[src/verilog/fass_pkg.sv]
// Shared constants, types and helpers for the flash access and clock select ends
`default_nettype none
package fass_pkg;
	// Array geometry; the read address is {cacheable, module, word}
	localparam int MODULES = 5;
	localparam int WORDS = 16;
	localparam int MOD_W = 3;
	localparam int WORD_W = 4;
	localparam int ADDR_W = 1 + MOD_W + WORD_W;
	localparam int DATA_W = 32;
	localparam int WAIT_W = 3;
	localparam int EXT_W = 2;
	localparam int STALL_W = 4;
	localparam int DIV_W = 10;
	localparam int PE_CNT_W = 21;
	// Module that may be changed while any other module is read
	localparam logic [MOD_W-1:0] FREE_MODULE = 3'h4;
	// Parallel program/erase limits by read activity
	localparam logic [2:0] PAR_PE_MAX = 3'h5;
	localparam logic [2:0] PAR_PE_CONTENDED = 3'h1;
	// Clock source codes
	localparam logic [1:0] CLKSRC_PRESCALE = 2'h2;
	localparam logic [1:0] CLKSRC_DIRECT = 2'h3;
	// Program/erase timing, longest times in ns at a 5 ns clock
	localparam int CLK_PERIOD_NS = 5;
	localparam int PROG_TIME_NS = 3500000;
	localparam int ERASE_TIME_NS = 8000000;
	localparam int PE_OVERHEAD_CYCLES = 4;
	localparam int PROG_CYCLES = PROG_TIME_NS / CLK_PERIOD_NS - PE_OVERHEAD_CYCLES;
	localparam int ERASE_CYCLES = ERASE_TIME_NS / CLK_PERIOD_NS - PE_OVERHEAD_CYCLES;
	// Frequency limits for wait settings, MHz
	localparam int WS1_MAX_MHZ = 8;
	localparam int WS2_MAX_MHZ = 13;
	localparam int WS3_MAX_MHZ = 17;
	localparam int EXT0_MAX_MHZ = 80;
	// Wait settings after reset and the safe set
	localparam logic [WAIT_W-1:0] WAIT_RST = 3'h1;
	localparam logic [EXT_W-1:0] EXT_RST = 2'h0;
	localparam logic [WAIT_W-1:0] WAIT_SAFE = 3'h4;
	localparam logic [EXT_W-1:0] EXT_SAFE = 2'h1;
	// Register map, byte offsets
	localparam int AXI_ADDR_W = 12;
	localparam logic [AXI_ADDR_W-1:0] REG_BUS_CTRL = 12'h000;
	localparam logic [AXI_ADDR_W-1:0] REG_STARTUP = 12'h004;
	localparam logic [AXI_ADDR_W-1:0] REG_CLK_CTRL = 12'h008;
	localparam logic [AXI_ADDR_W-1:0] REG_PE_CMD = 12'h00c;
	localparam logic [AXI_ADDR_W-1:0] REG_PE_DATA = 12'h010;
	localparam logic [AXI_ADDR_W-1:0] REG_READ_ADDR = 12'h014;
	localparam logic [AXI_ADDR_W-1:0] REG_READ_DATA = 12'h018;
	localparam logic [AXI_ADDR_W-1:0] REG_STATUS = 12'h01c;
	// Field positions
	localparam int EXT_POS = 4;
	localparam int APP_RESET_POS = 1;
	localparam int VCO_BYPASS_POS = 2;
	localparam int DIV_POS = 16;
	localparam int PE_ERASE_POS = 8;
	localparam int PE_WORD_POS = 12;
	localparam int PE_GO_POS = 31;
	localparam int ST_RD_DONE = 8;
	localparam int ST_RD_ERR = 9;
	localparam int ST_PE_REJ = 10;
	localparam int ST_PE_DONE = 11;
	localparam int ST_RD_PEND = 12;
	localparam int ST_PE_PEND = 13;
	localparam logic [1:0] RESP_OKAY = 2'h0;
	localparam logic [1:0] RESP_SLVERR = 2'h2;

	typedef enum logic {RD_IDLE = 1'b0, RD_WAIT = 1'b1} fass_rd_t;

	// Least wait count for a system clock frequency
	function automatic logic [WAIT_W-1:0] fass_min_wait(input int mhz);
		if (mhz <= WS1_MAX_MHZ) return WAIT_W'(1);
		if (mhz <= WS2_MAX_MHZ) return WAIT_W'(2);
		if (mhz <= WS3_MAX_MHZ) return WAIT_W'(3);
		return WAIT_W'(4);
	endfunction : fass_min_wait

	// Least wait extension for a system clock frequency
	function automatic logic [EXT_W-1:0] fass_min_ext(input int mhz);
		return (mhz <= EXT0_MAX_MHZ) ? EXT_W'(0) : EXT_W'(1);
	endfunction : fass_min_ext

	function automatic logic [2:0] fass_ones(input logic [MODULES-1:0] v);
		logic [2:0] c;
		c = 3'h0;
		for (int i = 0; i < MODULES; i++) begin
			c = c + {2'h0, v[i]};
		end
		return c;
	endfunction : fass_ones
endpackage : fass_pkg
`default_nettype wire

[src/verilog/fass_if.sv]
// Link between the fetch/command end and the flash array end
`timescale 1ns/1ps
`default_nettype none
interface fass_if
	import fass_pkg::*;
();
	logic rdReq;
	logic [ADDR_W-1:0] rdAddr;
	logic rdValid;
	logic rdError;
	logic [DATA_W-1:0] rdData;
	logic [WAIT_W-1:0] flashWaitCount;
	logic [EXT_W-1:0] flashWaitExtension;
	logic peStart;
	logic peErase;
	logic [MODULES-1:0] peMask;
	logic [WORD_W-1:0] peWord;
	logic [DATA_W-1:0] peData;
	logic peAccept;
	logic peReject;
	logic peDone;
	logic [MODULES-1:0] peBusy;
	logic [1:0] clockSourceSelect;
	logic vcoBypass;
	logic [DIV_W-1:0] outputDividerValue;

	modport device (
		input rdReq, rdAddr, flashWaitCount, flashWaitExtension,
		input peStart, peErase, peMask, peWord, peData,
		input clockSourceSelect, vcoBypass, outputDividerValue,
		output rdValid, rdError, rdData, peAccept, peReject, peDone, peBusy
	);
	modport host (
		output rdReq, rdAddr, flashWaitCount, flashWaitExtension,
		output peStart, peErase, peMask, peWord, peData,
		output clockSourceSelect, vcoBypass, outputDividerValue,
		input rdValid, rdError, rdData, peAccept, peReject, peDone, peBusy
	);
endinterface : fass_if
`default_nettype wire

[src/verilog/fass_host.sv]
// Fetch/command end: AXI4-Lite registers that drive reads, program/erase and clock setup
//
// The register offsets and the AXI4-Lite slave port were left to the implementer.
`timescale 1ns/1ps
`default_nettype none
module fass_host
	import fass_pkg::*;
#(
	parameter int SYS_MHZ = 200
) (
	input wire logic clk,
	input wire logic resetn,
	input wire logic [AXI_ADDR_W-1:0] awaddr,
	input wire logic awvalid,
	output logic awready,
	input wire logic [31:0] wdata,
	input wire logic [3:0] wstrb,
	input wire logic wvalid,
	output logic wready,
	output logic [1:0] bresp,
	output logic bvalid,
	input wire logic bready,
	input wire logic [AXI_ADDR_W-1:0] araddr,
	input wire logic arvalid,
	output logic arready,
	output logic [31:0] rdata,
	output logic [1:0] rresp,
	output logic rvalid,
	input wire logic rready,
	fass_if.host link
);
	typedef struct packed {
		logic awHeld;
		logic [AXI_ADDR_W-1:0] awAddr;
		logic wHeld;
		logic [31:0] wData;
		logic [3:0] wStrb;
		logic bValid;
		logic [1:0] bResp;
		logic rValid;
		logic [31:0] rData;
		logic [1:0] rResp;
		logic [WAIT_W-1:0] waitCount;
		logic [EXT_W-1:0] waitExt;
		logic safeFlashAfterReset;
		logic [1:0] clock_source_select;
		logic vcoBypass;
		logic [DIV_W-1:0] divider;
		logic [DATA_W-1:0] peData;
		logic peStart;
		logic peErase;
		logic [MODULES-1:0] peMask;
		logic [WORD_W-1:0] peWord;
		logic pePending;
		logic peRejected;
		logic peDoneFlag;
		logic rdReq;
		logic [ADDR_W-1:0] rdAddr;
		logic rdPending;
		logic rdDone;
		logic rdErr;
		logic [DATA_W-1:0] rdDataReg;
		logic [MODULES-1:0] readMask;
	} fass_host_state_t;

	localparam logic [WAIT_W-1:0] MIN_WAIT = fass_min_wait(SYS_MHZ);
	localparam logic [EXT_W-1:0] MIN_EXT = fass_min_ext(SYS_MHZ);

	fass_host_state_t s;
	fass_host_state_t n;

	function automatic logic mapped(input logic [AXI_ADDR_W-1:0] a);
		return a <= REG_STATUS && a[1:0] == 2'h0;
	endfunction : mapped

	// Register image as software sees it
	function automatic logic [31:0] image(input logic [AXI_ADDR_W-1:0] a, input fass_host_state_t st,
		input logic [MODULES-1:0] busy);
		logic [31:0] v;
		v = '0;
		case (a)
			REG_BUS_CTRL: v = {26'h0, st.waitExt, 1'b0, st.waitCount};
			REG_STARTUP: v = {31'h0, st.safeFlashAfterReset};
			REG_CLK_CTRL: v = {6'h0, st.divider, 13'h0, st.vcoBypass, st.clock_source_select};
			REG_PE_CMD: v = {16'h0, st.peWord, 3'h0, st.peErase, 3'h0, st.peMask};
			REG_PE_DATA: v = st.peData;
			REG_READ_ADDR: v = {24'h0, st.rdAddr};
			REG_READ_DATA: v = st.rdDataReg;
			REG_STATUS: v = {18'h0, st.pePending, st.rdPending, st.peDoneFlag, st.peRejected,
				st.rdErr, st.rdDone, 3'h0, busy};
			default: v = '0;
		endcase
		return v;
	endfunction : image

	// Next state
	always_comb begin
		logic [31:0] bm;
		logic [31:0] m;
		logic [2:0] limit;
		bm = {{8{s.wStrb[3]}}, {8{s.wStrb[2]}}, {8{s.wStrb[1]}}, {8{s.wStrb[0]}}};
		m = (image(s.awAddr, s, link.peBusy) & ~bm) | (s.wData & bm);
		// one module when reads are spread
		limit = (fass_ones(s.readMask) > 3'h1) ? PAR_PE_CONTENDED : PAR_PE_MAX;
		n = s;
		n.rdReq = 1'b0;
		n.peStart = 1'b0;

		// Read channel: one outstanding, answered the cycle after it is taken
		if (s.rValid && rready) begin
			n.rValid = 1'b0;
		end
		if (arvalid && !s.rValid) begin
			n.rValid = 1'b1;
			n.rData = image(araddr, s, link.peBusy);
			n.rResp = mapped(araddr) ? RESP_OKAY : RESP_SLVERR;
		end

		// Write channels are taken independently; the response follows both
		if (awvalid && !s.awHeld && !s.bValid) begin
			n.awHeld = 1'b1;
			n.awAddr = awaddr;
		end
		if (wvalid && !s.wHeld && !s.bValid) begin
			n.wHeld = 1'b1;
			n.wData = wdata;
			n.wStrb = wstrb;
		end
		if (s.bValid && bready) begin
			n.bValid = 1'b0;
		end
		if (s.awHeld && s.wHeld) begin
			n.awHeld = 1'b0;
			n.wHeld = 1'b0;
			n.bValid = 1'b1;
			n.bResp = mapped(s.awAddr) ? RESP_OKAY : RESP_SLVERR;
			case (s.awAddr)
				REG_BUS_CTRL: begin
					n.waitCount = m[WAIT_W-1:0];
					n.waitExt = m[EXT_POS+EXT_W-1:EXT_POS];
				end
				REG_STARTUP: begin
					n.safeFlashAfterReset = m[0];
					if (m[APP_RESET_POS]) begin
						n.waitCount = m[0] ? WAIT_SAFE : WAIT_RST;
						n.waitExt = m[0] ? EXT_SAFE : EXT_RST;
					end
				end
				REG_CLK_CTRL: begin
					n.clock_source_select = m[1:0];
					n.vcoBypass = m[VCO_BYPASS_POS];
					n.divider = m[DIV_POS+DIV_W-1:DIV_POS];
				end
				REG_PE_DATA: n.peData = m;
				REG_PE_CMD: begin
					n.peMask = m[MODULES-1:0];
					n.peErase = m[PE_ERASE_POS];
					n.peWord = m[PE_WORD_POS+WORD_W-1:PE_WORD_POS];
					if (m[PE_GO_POS]) begin
						if (s.pePending || link.peBusy != '0 || m[MODULES-1:0] == '0 ||
							fass_ones(m[MODULES-1:0]) > limit || (m[MODULES-1:0] & s.readMask) != '0) begin
							n.peRejected = 1'b1;
						end else begin
							n.peStart = 1'b1;
							n.pePending = 1'b1;
						end
					end
				end
				REG_READ_ADDR: begin
					// A read while one is pending is ignored
					if (!s.rdPending) begin
						n.rdReq = 1'b1;
						n.rdAddr = m[ADDR_W-1:0];
						n.rdPending = 1'b1;
					end
				end
				REG_STATUS: begin
					// Write one to clear; device events below win over the clear
					if (s.wData[ST_RD_DONE] && bm[ST_RD_DONE]) n.rdDone = 1'b0;
					if (s.wData[ST_RD_ERR] && bm[ST_RD_ERR]) n.rdErr = 1'b0;
					if (s.wData[ST_PE_REJ] && bm[ST_PE_REJ]) n.peRejected = 1'b0;
					if (s.wData[ST_PE_DONE] && bm[ST_PE_DONE]) n.peDoneFlag = 1'b0;
				end
				default: begin
				end
			endcase
		end

		// Device answers
		if (link.peDone) begin
			n.peDoneFlag = 1'b1;
			n.readMask = '0;
		end
		if (link.rdValid) begin
			n.rdPending = 1'b0;
			n.rdDone = 1'b1;
			n.rdErr = link.rdError;
			n.rdDataReg = link.rdData;
			if (!link.rdError) begin
				n.readMask[s.rdAddr[MOD_W+WORD_W-1:WORD_W]] = 1'b1;
			end
		end
		if (link.peAccept) begin
			n.pePending = 1'b0;
		end
		if (link.peReject) begin
			n.pePending = 1'b0;
			n.peRejected = 1'b1;
		end
	end

	// State register
	always_ff @(posedge clk or negedge resetn) begin
		if (!resetn) begin
			s <= '0;
			s.waitCount <= WAIT_RST;
			s.waitExt <= EXT_RST;
		end else begin
			s <= n;
		end
	end

	// Handshakes and register outputs
	assign awready = !s.awHeld && !s.bValid;
	assign wready = !s.wHeld && !s.bValid;
	assign bvalid = s.bValid;
	assign bresp = s.bResp;
	assign arready = !s.rValid;
	assign rvalid = s.rValid;
	assign rdata = s.rData;
	assign rresp = s.rResp;
	assign link.flashWaitCount = (s.waitCount < MIN_WAIT) ? MIN_WAIT : s.waitCount;
	assign link.flashWaitExtension = (s.waitExt < MIN_EXT) ? MIN_EXT : s.waitExt;
	assign link.rdReq = s.rdReq;
	assign link.rdAddr = s.rdAddr;
	assign link.peStart = s.peStart;
	assign link.peErase = s.peErase;
	assign link.peMask = s.peMask;
	assign link.peWord = s.peWord;
	assign link.peData = s.peData;
	assign link.clockSourceSelect = s.clock_source_select;
	assign link.vcoBypass = s.vcoBypass;
	assign link.outputDividerValue = s.divider;
endmodule : fass_host
`default_nettype wire

[src/flat_wrapper.sv]
// flat-port wrapper written by rule: the top's interface ports become plain ports
module fass_host_flat import fass_pkg::*;
#(
	parameter int SYS_MHZ = 200
)
  (clk, resetn, awaddr, awvalid, awready, wdata, wstrb, wvalid, wready, bresp, bvalid, bready, araddr, arvalid, arready, rdata, rresp, rvalid, rready, link_rdReq, link_rdAddr, link_flashWaitCount, link_flashWaitExtension, link_peStart, link_peErase, link_peMask, link_peWord, link_peData, link_clockSourceSelect, link_vcoBypass, link_outputDividerValue, link_rdValid, link_rdError, link_rdData, link_peAccept, link_peReject, link_peDone, link_peBusy);
  fass_if link_i ();
  input wire logic clk;
  input wire logic resetn;
  input wire logic [AXI_ADDR_W-1:0] awaddr;
  input wire logic awvalid;
  output logic awready;
  input wire logic [31:0] wdata;
  input wire logic [3:0] wstrb;
  input wire logic wvalid;
  output logic wready;
  output logic [1:0] bresp;
  output logic bvalid;
  input wire logic bready;
  input wire logic [AXI_ADDR_W-1:0] araddr;
  input wire logic arvalid;
  output logic arready;
  output logic [31:0] rdata;
  output logic [1:0] rresp;
  output logic rvalid;
  input wire logic rready;
  output wire logic [$bits(link_i.rdReq)-1:0] link_rdReq;
  output wire logic [$bits(link_i.rdAddr)-1:0] link_rdAddr;
  output wire logic [$bits(link_i.flashWaitCount)-1:0] link_flashWaitCount;
  output wire logic [$bits(link_i.flashWaitExtension)-1:0] link_flashWaitExtension;
  output wire logic [$bits(link_i.peStart)-1:0] link_peStart;
  output wire logic [$bits(link_i.peErase)-1:0] link_peErase;
  output wire logic [$bits(link_i.peMask)-1:0] link_peMask;
  output wire logic [$bits(link_i.peWord)-1:0] link_peWord;
  output wire logic [$bits(link_i.peData)-1:0] link_peData;
  output wire logic [$bits(link_i.clockSourceSelect)-1:0] link_clockSourceSelect;
  output wire logic [$bits(link_i.vcoBypass)-1:0] link_vcoBypass;
  output wire logic [$bits(link_i.outputDividerValue)-1:0] link_outputDividerValue;
  input wire logic [$bits(link_i.rdValid)-1:0] link_rdValid;
  input wire logic [$bits(link_i.rdError)-1:0] link_rdError;
  input wire logic [$bits(link_i.rdData)-1:0] link_rdData;
  input wire logic [$bits(link_i.peAccept)-1:0] link_peAccept;
  input wire logic [$bits(link_i.peReject)-1:0] link_peReject;
  input wire logic [$bits(link_i.peDone)-1:0] link_peDone;
  input wire logic [$bits(link_i.peBusy)-1:0] link_peBusy;
  assign link_rdReq = link_i.rdReq;
  assign link_rdAddr = link_i.rdAddr;
  assign link_flashWaitCount = link_i.flashWaitCount;
  assign link_flashWaitExtension = link_i.flashWaitExtension;
  assign link_peStart = link_i.peStart;
  assign link_peErase = link_i.peErase;
  assign link_peMask = link_i.peMask;
  assign link_peWord = link_i.peWord;
  assign link_peData = link_i.peData;
  assign link_clockSourceSelect = link_i.clockSourceSelect;
  assign link_vcoBypass = link_i.vcoBypass;
  assign link_outputDividerValue = link_i.outputDividerValue;
  assign link_i.rdValid = link_rdValid;
  assign link_i.rdError = link_rdError;
  assign link_i.rdData = link_rdData;
  assign link_i.peAccept = link_peAccept;
  assign link_i.peReject = link_peReject;
  assign link_i.peDone = link_peDone;
  assign link_i.peBusy = link_peBusy;
  fass_host #(.SYS_MHZ(SYS_MHZ)) u_core (.clk(clk), .resetn(resetn), .awaddr(awaddr), .awvalid(awvalid), .awready(awready), .wdata(wdata), .wstrb(wstrb), .wvalid(wvalid), .wready(wready), .bresp(bresp), .bvalid(bvalid), .bready(bready), .araddr(araddr), .arvalid(arvalid), .arready(arready), .rdata(rdata), .rresp(rresp), .rvalid(rvalid), .rready(rready), .link(link_i));
endmodule
[config.mk]
export PLATFORM = sky130hd
export DESIGN_NAME = fass_host_flat
export DESIGN_NICKNAME = d
export VERILOG_FILES = /design/src/verilog/fass_pkg.sv /design/src/verilog/fass_if.sv /design/src/verilog/fass_host.sv /design/src/flat_wrapper.sv
export SDC_FILE = /design/constraint.sdc
export NUM_CORES = 1
export LEC_CHECK = 0
export BUFFER_PORTS_ARGS = -buffer_cell sky130_fd_sc_hd__buf_2
export CAP_MARGIN = 20
export CORE_UTILIZATION = 25
export DETAILED_ROUTE_END_ITERATION = 8
export HOLD_SLACK_MARGIN = 0.03
export SYNTH_ARGS = -nofsm -noshare
export SYNTH_HDL_FRONTEND = slang
export SYNTH_SLANG_ARGS = --single-unit
export TNS_END_PERCENT = 5
[constraint.sdc]
create_clock -name clk -period 9.2 [get_ports clk]
set_clock_uncertainty 0.15 [all_clocks]
set_input_delay 0.46 -clock clk [delete_from_list [all_inputs] [get_ports clk]]
set_output_delay 0.46 -clock clk [all_outputs]
set_load 0.01 [all_outputs]
==> metrics.md, run 1 <==
| Metric | Value |
|---|---|
| Detailed Route WL | `34,640 um` |
| Finished Layout Cells | `~1,600` |
| Synth Warn # | `0` |
| CTS sink count | `200` |
| Overflow after GRT | `0` |
| Largest stage delay on the critical path | `roughly 0.57 ns` |
| Area contributors post-synth | `dfrtp_1 49%, mux2_2 9.8%, buf_4 7.3%` |
| Final worst path period need | `5.530 ns` |
| Critical Path End Type | `flip-flop` |
| Root Buffer | `clkbuf_16` |
| Critical path's slowest cell | `or4b_4` |
| First-pass DRT Iterations | `6` |
| Pwr/cell area | `between 200 and 250 nW/um2` |
| Crit path max fanout | `36` |
| Maximum capacitance violations | `0` |
| Final Hold Viols | `0` |
| Vias in the first global route | `slightly below 8,000` |
| Min-delay src | `wstrb[2]` |
| Standard-cell rows | `73` |
| Startpoint Class | `flip-flop` |
| Final setup violation count | `0` |
| CP arrival | `5.70 ns` |
| Wire length of the first global-routing pass | `approximately 52,000 um` |
| Critical path data required time | `around 9.4 ns` |
| Buffer count from post-CTS setup fixing | `0` |
| Vias post-DR | `between 7,000 and 8,000` |
| Post-DP HPWL | `24,480 um` |
| Post-DR wirelength/cell | `21.48 um` |
| Max-slew violations | `0` |
| Critical path class | `flip-flop to flip-flop` |
| H-tree depth | `4` |
| Largest net degree at the start of global routing | `about 100` |
| Setup TNS | `0 ns` |
| Area growth, synth to finish | `15.23%` |
| Asr flop ratio synth | `between 90% and 100%` |
| Synthesized area | `between 10,000 and 15,000 um2` |
| Setup crit start | `u_core.s[193]$_DFFE_PN0P_` |
| Ys flop type | `dfrtp_1` |
| DRC violation count after routing | `0` |
| Clock Path Buffers | `2` |
| GR Util met2 | `a little over a quarter` |
| Relative slew margins | `about 28%` |
| Post-synth top cells | `199 x dfrtp_1, 118 x nand2_1, 112 x o21ai_0` |
| Placed cell count | `1,577` |
| P_leak | `5.256 nW` |
| Worst hold path type | `input pin to flip-flop` |
| Die extent in y | `slightly above 200 um` |
| Cells after synthesis | `just under 1,000` |
| Clock-pin slew on the worst setup and hold paths | `roughly 0.080 ns` |
| Yosys reg bits | `200` |
| All-Layer GR Usage | `17.09%` |
| Starting Density | `25.46%` |
| Post-CTS Hold Buffers | `3` |
| Most common cell on crit path | `inv_1` |
| FF-to-FF Start | `u_core.s[193]$_DFFE_PN0P_` |
| Grt peak-use layer | `met2` |
| RePlAce Congestion | `0.8595` |
| Resized Gates After CTS | `0` |
| Cell taking the most area after synthesis | `dfrtp_1` |
| PortBufs | `216` |
| RSZ-0062 raised after global routing | `no` |
| Final period util | `60.11%` |
| Worst slew pin tran | `1.079 ns` |
| CTS Buf Count | `17` |
| Die ar. | `about 41,000 um2` |
| Antenna violations before repair | `2` |
| Layout cells sized above 1 | `33.67%` |
| Avg Inst Size Synth | `10.43 um2` |
| DR iter-0 viols | `~580` |
| Top cell type's share of synthesized area | `approximately half` |
| Register area share after synthesis | `between 40% and 50%` |
| Die width | `203.4 um` |
| Layout Nets | `between 1,000 and 1,500` |
| Cell with the most instances after synthesis | `dfrtp_1` |
| Worst vdd ir | `between 0.00015 and 0.0002 V` |
| Clk_lat worst skew | `between 0.4 and 0.5 ns` |
| CORE AREA | `39,820 um2` |
| Status | `finished, final reports clean` |
| Detail Route Antenna Nets | `0` |
| Post-synth cell types | `63` |
| Worst path cell trace | `buf_4 -> or4b_4 -> o22ai_1 -> a2111oi_1 -> a21oi_2 -> inv_1 -> ha_1 -> inv_1 -> fa_1 -> inv_1 -> ha_1 -> inv_1 -> fa_1 -> inv_1 -> ha_1 -> nor2b_1 -> nor3_1 -> nand4_1 -> a2111oi_4 -> a31oi_1 -> or3_1` |
| DR vias/cell | `4.871` |
| IO Count | `220` |
| Post-synth EDFFs | `0` |
| Fmax | `between 150 and 200 MHz` |
| Met1 usage | `between 20% and 30%` |
| Met3 Use GR | `under 10%` |
| CTS tree | `built` |
## placed cells by master (no fill, tap or decap), drive strengths merged, types with 4 or more instances in the layout
cell type / n
a22o: 8
ha: 5
dfrtp: 199
nand4: 5
nand2: 118
nor2b: 6
mux2i: 32
a31oi: 6
mux2: 90
a21oi: 28
nor4: 5
clkbuf: 20
fa: 4
a222oi: 18
buf: 228
nor4b: 4
nand2b: 8
nor3: 11
a21o: 7
and2: 6
o21ai: 114
o211ai: 10
a22oi: 23
a32oi: 4
nand3: 11
clkinvlp: 5
nor2: 34
inv: 29
## sequential cells by signal, indices dropped and copies added, names as in the netlist, 2 cells and up
signal / count
u_core.s: 99
u_core.link.clockSourceSelect: 2
u_core.link.peMask: 5
u_core.link.peData: 32
u_core.rdata: 32
u_core.link.outputDividerValue: 10
u_core.link.peWord: 4
u_core.link.rdAddr: 8
## logic make-up (layout without fill, tap and decap cells)
group | Yosys count | count (layout) | synth area share [%]
buffers and inverters | 175 | 289 | 10.33
other | 2 | 4 | 0.07408
AO/OA/AOI/OAI | 240 | 240 | 15.21
AND/OR/NAND/NOR | 223 | 223 | 10.22
multiplexers | 123 | 123 | 13.38
flip-flops | 200 | 200 | 49.38
adder cells (fa/ha/maj) | 9 | 9 | 1.407
## per-layer routing
layer	vias to the layer above	share of wire, %
met5	-	0
met4	0	1.4
met3	26	7.1
met2	320	47
met1	3940	45
li1	3571	-
## area by class of cell
cell class                 count  area, um2
clock inverter                13      138.9
antenna                        1      2.502
clock buffer                  19      452.9
sequential                   200       5007
tap                          525      656.9
fill                        4282      28140
timing repair buffer         232       1217
multi-input combinational    598       4111
inverter                      25      93.84
## report_power, final
group	internal [mW]	leakage, nW	switching [mW]
Sequential	1.02	2.48	0.177
Clock	0.397	0.276	0.379
Combinational	0.305	2.50	0.351
## stage by stage
step | total power, mW | hold slack, ns | util, % | setup WS, ns | instance area, um2
floorplan | 1.652 | 0.01441 | - | 4.609 | 10140
global placement | 1.859 | 0.3083 | 27.76 | 3.740 | 11060
detailed placement | 1.873 | 0.3121 | 27.76 | 3.685 | 11060
CTS | 2.663 | 0.04341 | 29.33 | 3.653 | 11680
global route | 2.781 | 0.07047 | 29.33 | 3.302 | 11680
finish | 2.631 | 0.06823 | 29.33 | 3.670 | 11680
## critical path: cells and delay by family (launching register included)
| kind | cells | cell delay [ns] |
|---|---|---|
| AND/OR/NAND/NOR | 5 | 1.30 |
| flip-flops | 1 | 0.55 |
| AO/OA/AOI/OAI | 5 | 1.05 |
| buffers and inverters | 6 | 0.88 |
| adder cells (fa/ha/maj) | 5 | 1.44 |
## final timing paths
check	end	slack, ns	depth (start not counted)
min in group asynchronous	u_core.rdata[29]$_DFFE_PN0P_	0.50	2
max reg2reg	u_core.s[50]$_DFFE_PN0P_	3.67	21
min	u_core.s[154]$_DFFE_PN0P_	0.07	3
max in group asynchronous	u_core.s[155]$_DFFE_PN0P_	7.13	3
min reg2reg	u_core.rdata[13]$_DFFE_PN0P_	0.32	1
max	u_core.s[50]$_DFFE_PN0P_	3.67	21
(Power assumes the default switching activity.)
==> inputs of run 2 (changes only) <==
Clock period 9.2 ns to 4.75 ns, I/O delays scaled along.
==> run 2 against run 1 <==
Combinational power grew 140%. Cell area rose by 9.5%. Core utilization grew 2.8 points. Highest routed layer unchanged. Hold slack better by 0.019 ns. Non-clock buffer count grew 112. First-iteration DRC count is 3.3% lower. Sequential power up 89%. Sequential share of layout area shrank 3.7 points. Fmax rose by 22%. Register-to-register slack got worse by 3.5 ns. Via count grew 4.8%.
==> metrics.md, run 2 (synthesized netlist as in run 1, its figures left out) <==
| Metric | Value |
|---|---|
| Die width | `203.4 um (unchanged)` |
| Int Pwr | `3.550 mW (+110%)` |
| Root Buffer | `clkbuf_16` |
| Vias in the first global route | `8,119 (+2.4%)` |
| Setup crit start | `u_core.s[191]$_DFFE_PN0P_` |
| Clock Path Buffers | `2 (unchanged)` |
| Starting Density | `25.46% (unchanged)` |
| Share of the core filled with cells | `32.11% (+2.8 points)` |
| Die ar. | `41,360 um2 (unchanged)` |
| NetSw | `1.854 mW (+100%)` |
| Clk_lat worst skew | `0.45 ns (about the same)` |
| Overflow after GRT | `0 (unchanged)` |
| Detail Route Antenna Nets | `0 (unchanged)` |
| Final worst path period need | `4.551 ns (-0.9790 ns)` |
| # fillers | `4,164 (-2.8%)` |
| Final period util | `95.81% (+36 points)` |
| Final Hold Viols | `0 (unchanged)` |
| Maximum capacitance violations | `0 (unchanged)` |
| Worst slew pin tran | `1.060 ns (-0.01955 ns)` |
| Worst hold path type | `input pin to flip-flop` |
| Most common cell on crit path | `inv_1` |
| Area growth, synth to finish | `26.15%` |
| Max-slew violations | `0 (unchanged)` |
| Critical path data required time | `4.94 ns (-4.44 ns)` |
| Crit path max fanout | `11 (-69%)` |
| Placed Area | `11,200 um2 (+1.3%)` |
| Flop pwr share | `41.9% (-3.7 points)` |
| Critical path class | `flip-flop to flip-flop` |
| Layout cells sized above 1 | `32.94% (-0.73 points)` |
| Wire length of the first global-routing pass | `52,990 um (+2.3%)` |
| CTS Buf Count | `17 (unchanged)` |
| Critical Path End Type | `flip-flop` |
| Worst path cell trace | `buf_4 -> mux4_2 -> mux2i_1 -> o21a_1 -> ha_1 -> inv_1 -> fa_1 -> inv_1 -> ha_1 -> inv_1 -> fa_1 -> inv_1 -> ha_1 -> nor2b_1 -> nor3_1 -> nand4_1 -> a2111oi_4 -> a31oi_1 -> or3_1` |
| Critical path's slowest cell | `dfrtp_2` |
| Placed cell count | `1,596 (+1.2%)` |
| Final setup violation count | `0 (unchanged)` |
| H-tree depth | `4 (unchanged)` |
| Layout Nets | `1,304 (+9.4%)` |
| Min-delay src | `link_peBusy[3]` |
| Max FFs per register | `99 (unchanged)` |
| Clock-pin slew on the worst setup and hold paths | `0.08 ns (about the same)` |
| First-pass DRT Iterations | `5 (-1)` |
| CTS tree | `built` |
| Largest net degree at the start of global routing | `94 (-5.1%)` |
| Buffers and inverters on the worst path | `5 (-1)` |
| Worst setup margin | `0.1991 ns (-3.471 ns)` |
| Most common cell after layout, fill and taps aside | `buf_2` |
| RePlAce Congestion | `0.8563 (-0.37%)` |
| DR iter-0 viols | `559 (-3.3%)` |
| Post-DP HPWL | `25,090 um (+2.5%)` |
| Crit-path leading delay family | `adder cells` |
| Largest stage delay on the critical path | `0.52 ns (-0.05 ns)` |
| CORE AREA | `39,820 um2 (unchanged)` |
| Diode count | `0 (-1)` |
| Post-DR wirelength/cell | `20.68 um (-3.7%)` |
| Antenna violations before repair | `0 (-2)` |
| Relative slew margins | `29.11% (+1.3 points)` |
| Startpoint Class | `flip-flop` |
| Combinational power share | `29.2% (+4.3 points)` |
| Detailed Route WL | `35,650 um (+2.9%)` |
| P_leak | `5.762 nW (+9.6%)` |
| PortBufs | `216 (unchanged)` |
| Vias post-DR | `8,234 (+4.8%)` |
| Net Sw Frac | `34.31% (-0.16 points)` |
| Status | `finished, final reports clean` |
| FF-to-FF Start | `u_core.s[191]$_DFFE_PN0P_` |
| Design Area, Final | `12,790 um2 (+9.5%)` |
| Top reg by flops | `u_core.s` |
| Clock Power Share | `28.8% (-0.7 points)` |
| Finished Layout Cells | `1,724 (+6.9%)` |
| CP arrival | `4.74 ns (-0.96 ns)` |
| Fmax | `219.7 MHz (+22%)` |
| Place WS | `-0.02099 ns (-3.706 ns)` |
| DRC violation count after routing | `0 (unchanged)` |
| CTS sink count | `200 (unchanged)` |
| DR vias/cell | `4.776 (-1.9%)` |
| IO Count | `220 (unchanged)` |
| Die extent in y | `203.4 um (unchanged)` |
| Worst vdd ir | `0.0003011 V (+93%)` |
| Standard-cell rows | `73 (unchanged)` |
| All-Layer GR Usage | `17.38% (+0.29 points)` |
| Leading cell types in the layout, fill and taps excluded | `215 x buf_2, 197 x dfrtp_1, 116 x nand2_1` |
| Pwr/cell area | `422.6 nW/um2 (+88%)` |
[run 2: cell types whose count changed in the layout (fill, tap and decap cells not counted), moves of 2 or more]
cell,delta
buf_4,+25
dlygate4sd3_1,+85
inv_6,+3
inv_8,-2
[run 2: repair_timing]
| action | CTS | global route |
|---|---|---|
| gates resized for setup | 1 | 4 |
| setup endpoints to repair | 1 | 1 |
| pin swaps | 0 | 1 |
| endpoints found under the hold margin | 182 | 0 |
| cloned | 0 | 0 |
| setup buffers | 0 | 7 |
| hold buffers | 88 | 0 |
[run 2: worst paths after layout]
kind | endpoint | slack [ns] | cells past startpoint
max | u_core.s[50]$_DFFE_PN0P_ | 0.20 | 19
min | u_core.rdata[3]$_DFFE_PN0P_ | 0.09 | 3
max reg2reg | u_core.s[50]$_DFFE_PN0P_ | 0.20 | 19
min reg2reg | u_core.rdata[15]$_DFFE_PN0P_ | 0.33 | 2
max in group asynchronous | u_core.rdata[15]$_DFFE_PN0P_ | 2.92 | 3
min in group asynchronous | u_core.s[185]$_DFFE_PN0P_ | 0.27 | 2
[run 2: cell type report]
| type | instances | area [um2] | area share, % |
|---|---|---|---|
| Sequential cell | 200 | 5009 | 39.16 |
| Multi-Input combinational cell | 598 | 4141 | 32.38 |
| Tap cell | 525 | 656.9 | 5.136 |
| Inverter | 25 | 93.84 | 0.7338 |
| Clock inverter | 14 | 161.4 | 1.262 |
| Clock buffer | 18 | 439.2 | 3.434 |
| Timing Repair Buffer | 344 | 2287 | 17.88 |
[run 2: worst reg2reg max path, delay by kind of cell (launching register included)]
kind,cells,cell delay (ns)
AND/OR/NAND/NOR,4,0.73
adder cells (fa/ha/maj),5,1.37
AO/OA/AOI/OAI,3,0.59
flip-flops,1,0.52
buffers and inverters,5,0.42
multiplexers,2,0.65
[run 2: power groups by stage]
stage                     registers (mW)  clock network (mW)  logic (mW)
after floorplan                     2.16                   0        1.04
after CTS                           2.26                1.61        1.52
after global placement              2.28                   0        1.43
after detailed placement            2.30                   0        1.45
after global routing                2.31                1.67        1.72
final                               2.27                1.56        1.58
[run 2: per-layer routing]
| metal | vias up | global-route usage [%] | wire length, um |
|---|---|---|---|
| met3 | 18 | 3.228 | 2042 |
| met2 | 312 | 27.74 | 16730 |
| li1 | 3786 | - | - |
| met4 | 0 | 4.001 | 395 |
| met5 | - | 0 | 0 |
| met1 | 4118 | 24.25 | 16480 |
[run 2: through the flow]
step	power, mW	hold slack [ns]	setup TNS [ns]
floorplan	3.199	-0.2081	0
global placement	3.707	0.2217	0
detailed placement	3.744	0.2204	-0.02099
CTS	5.385	0.05711	0
global route	5.699	0.1063	-0.001434
finish	5.404	0.08754	0
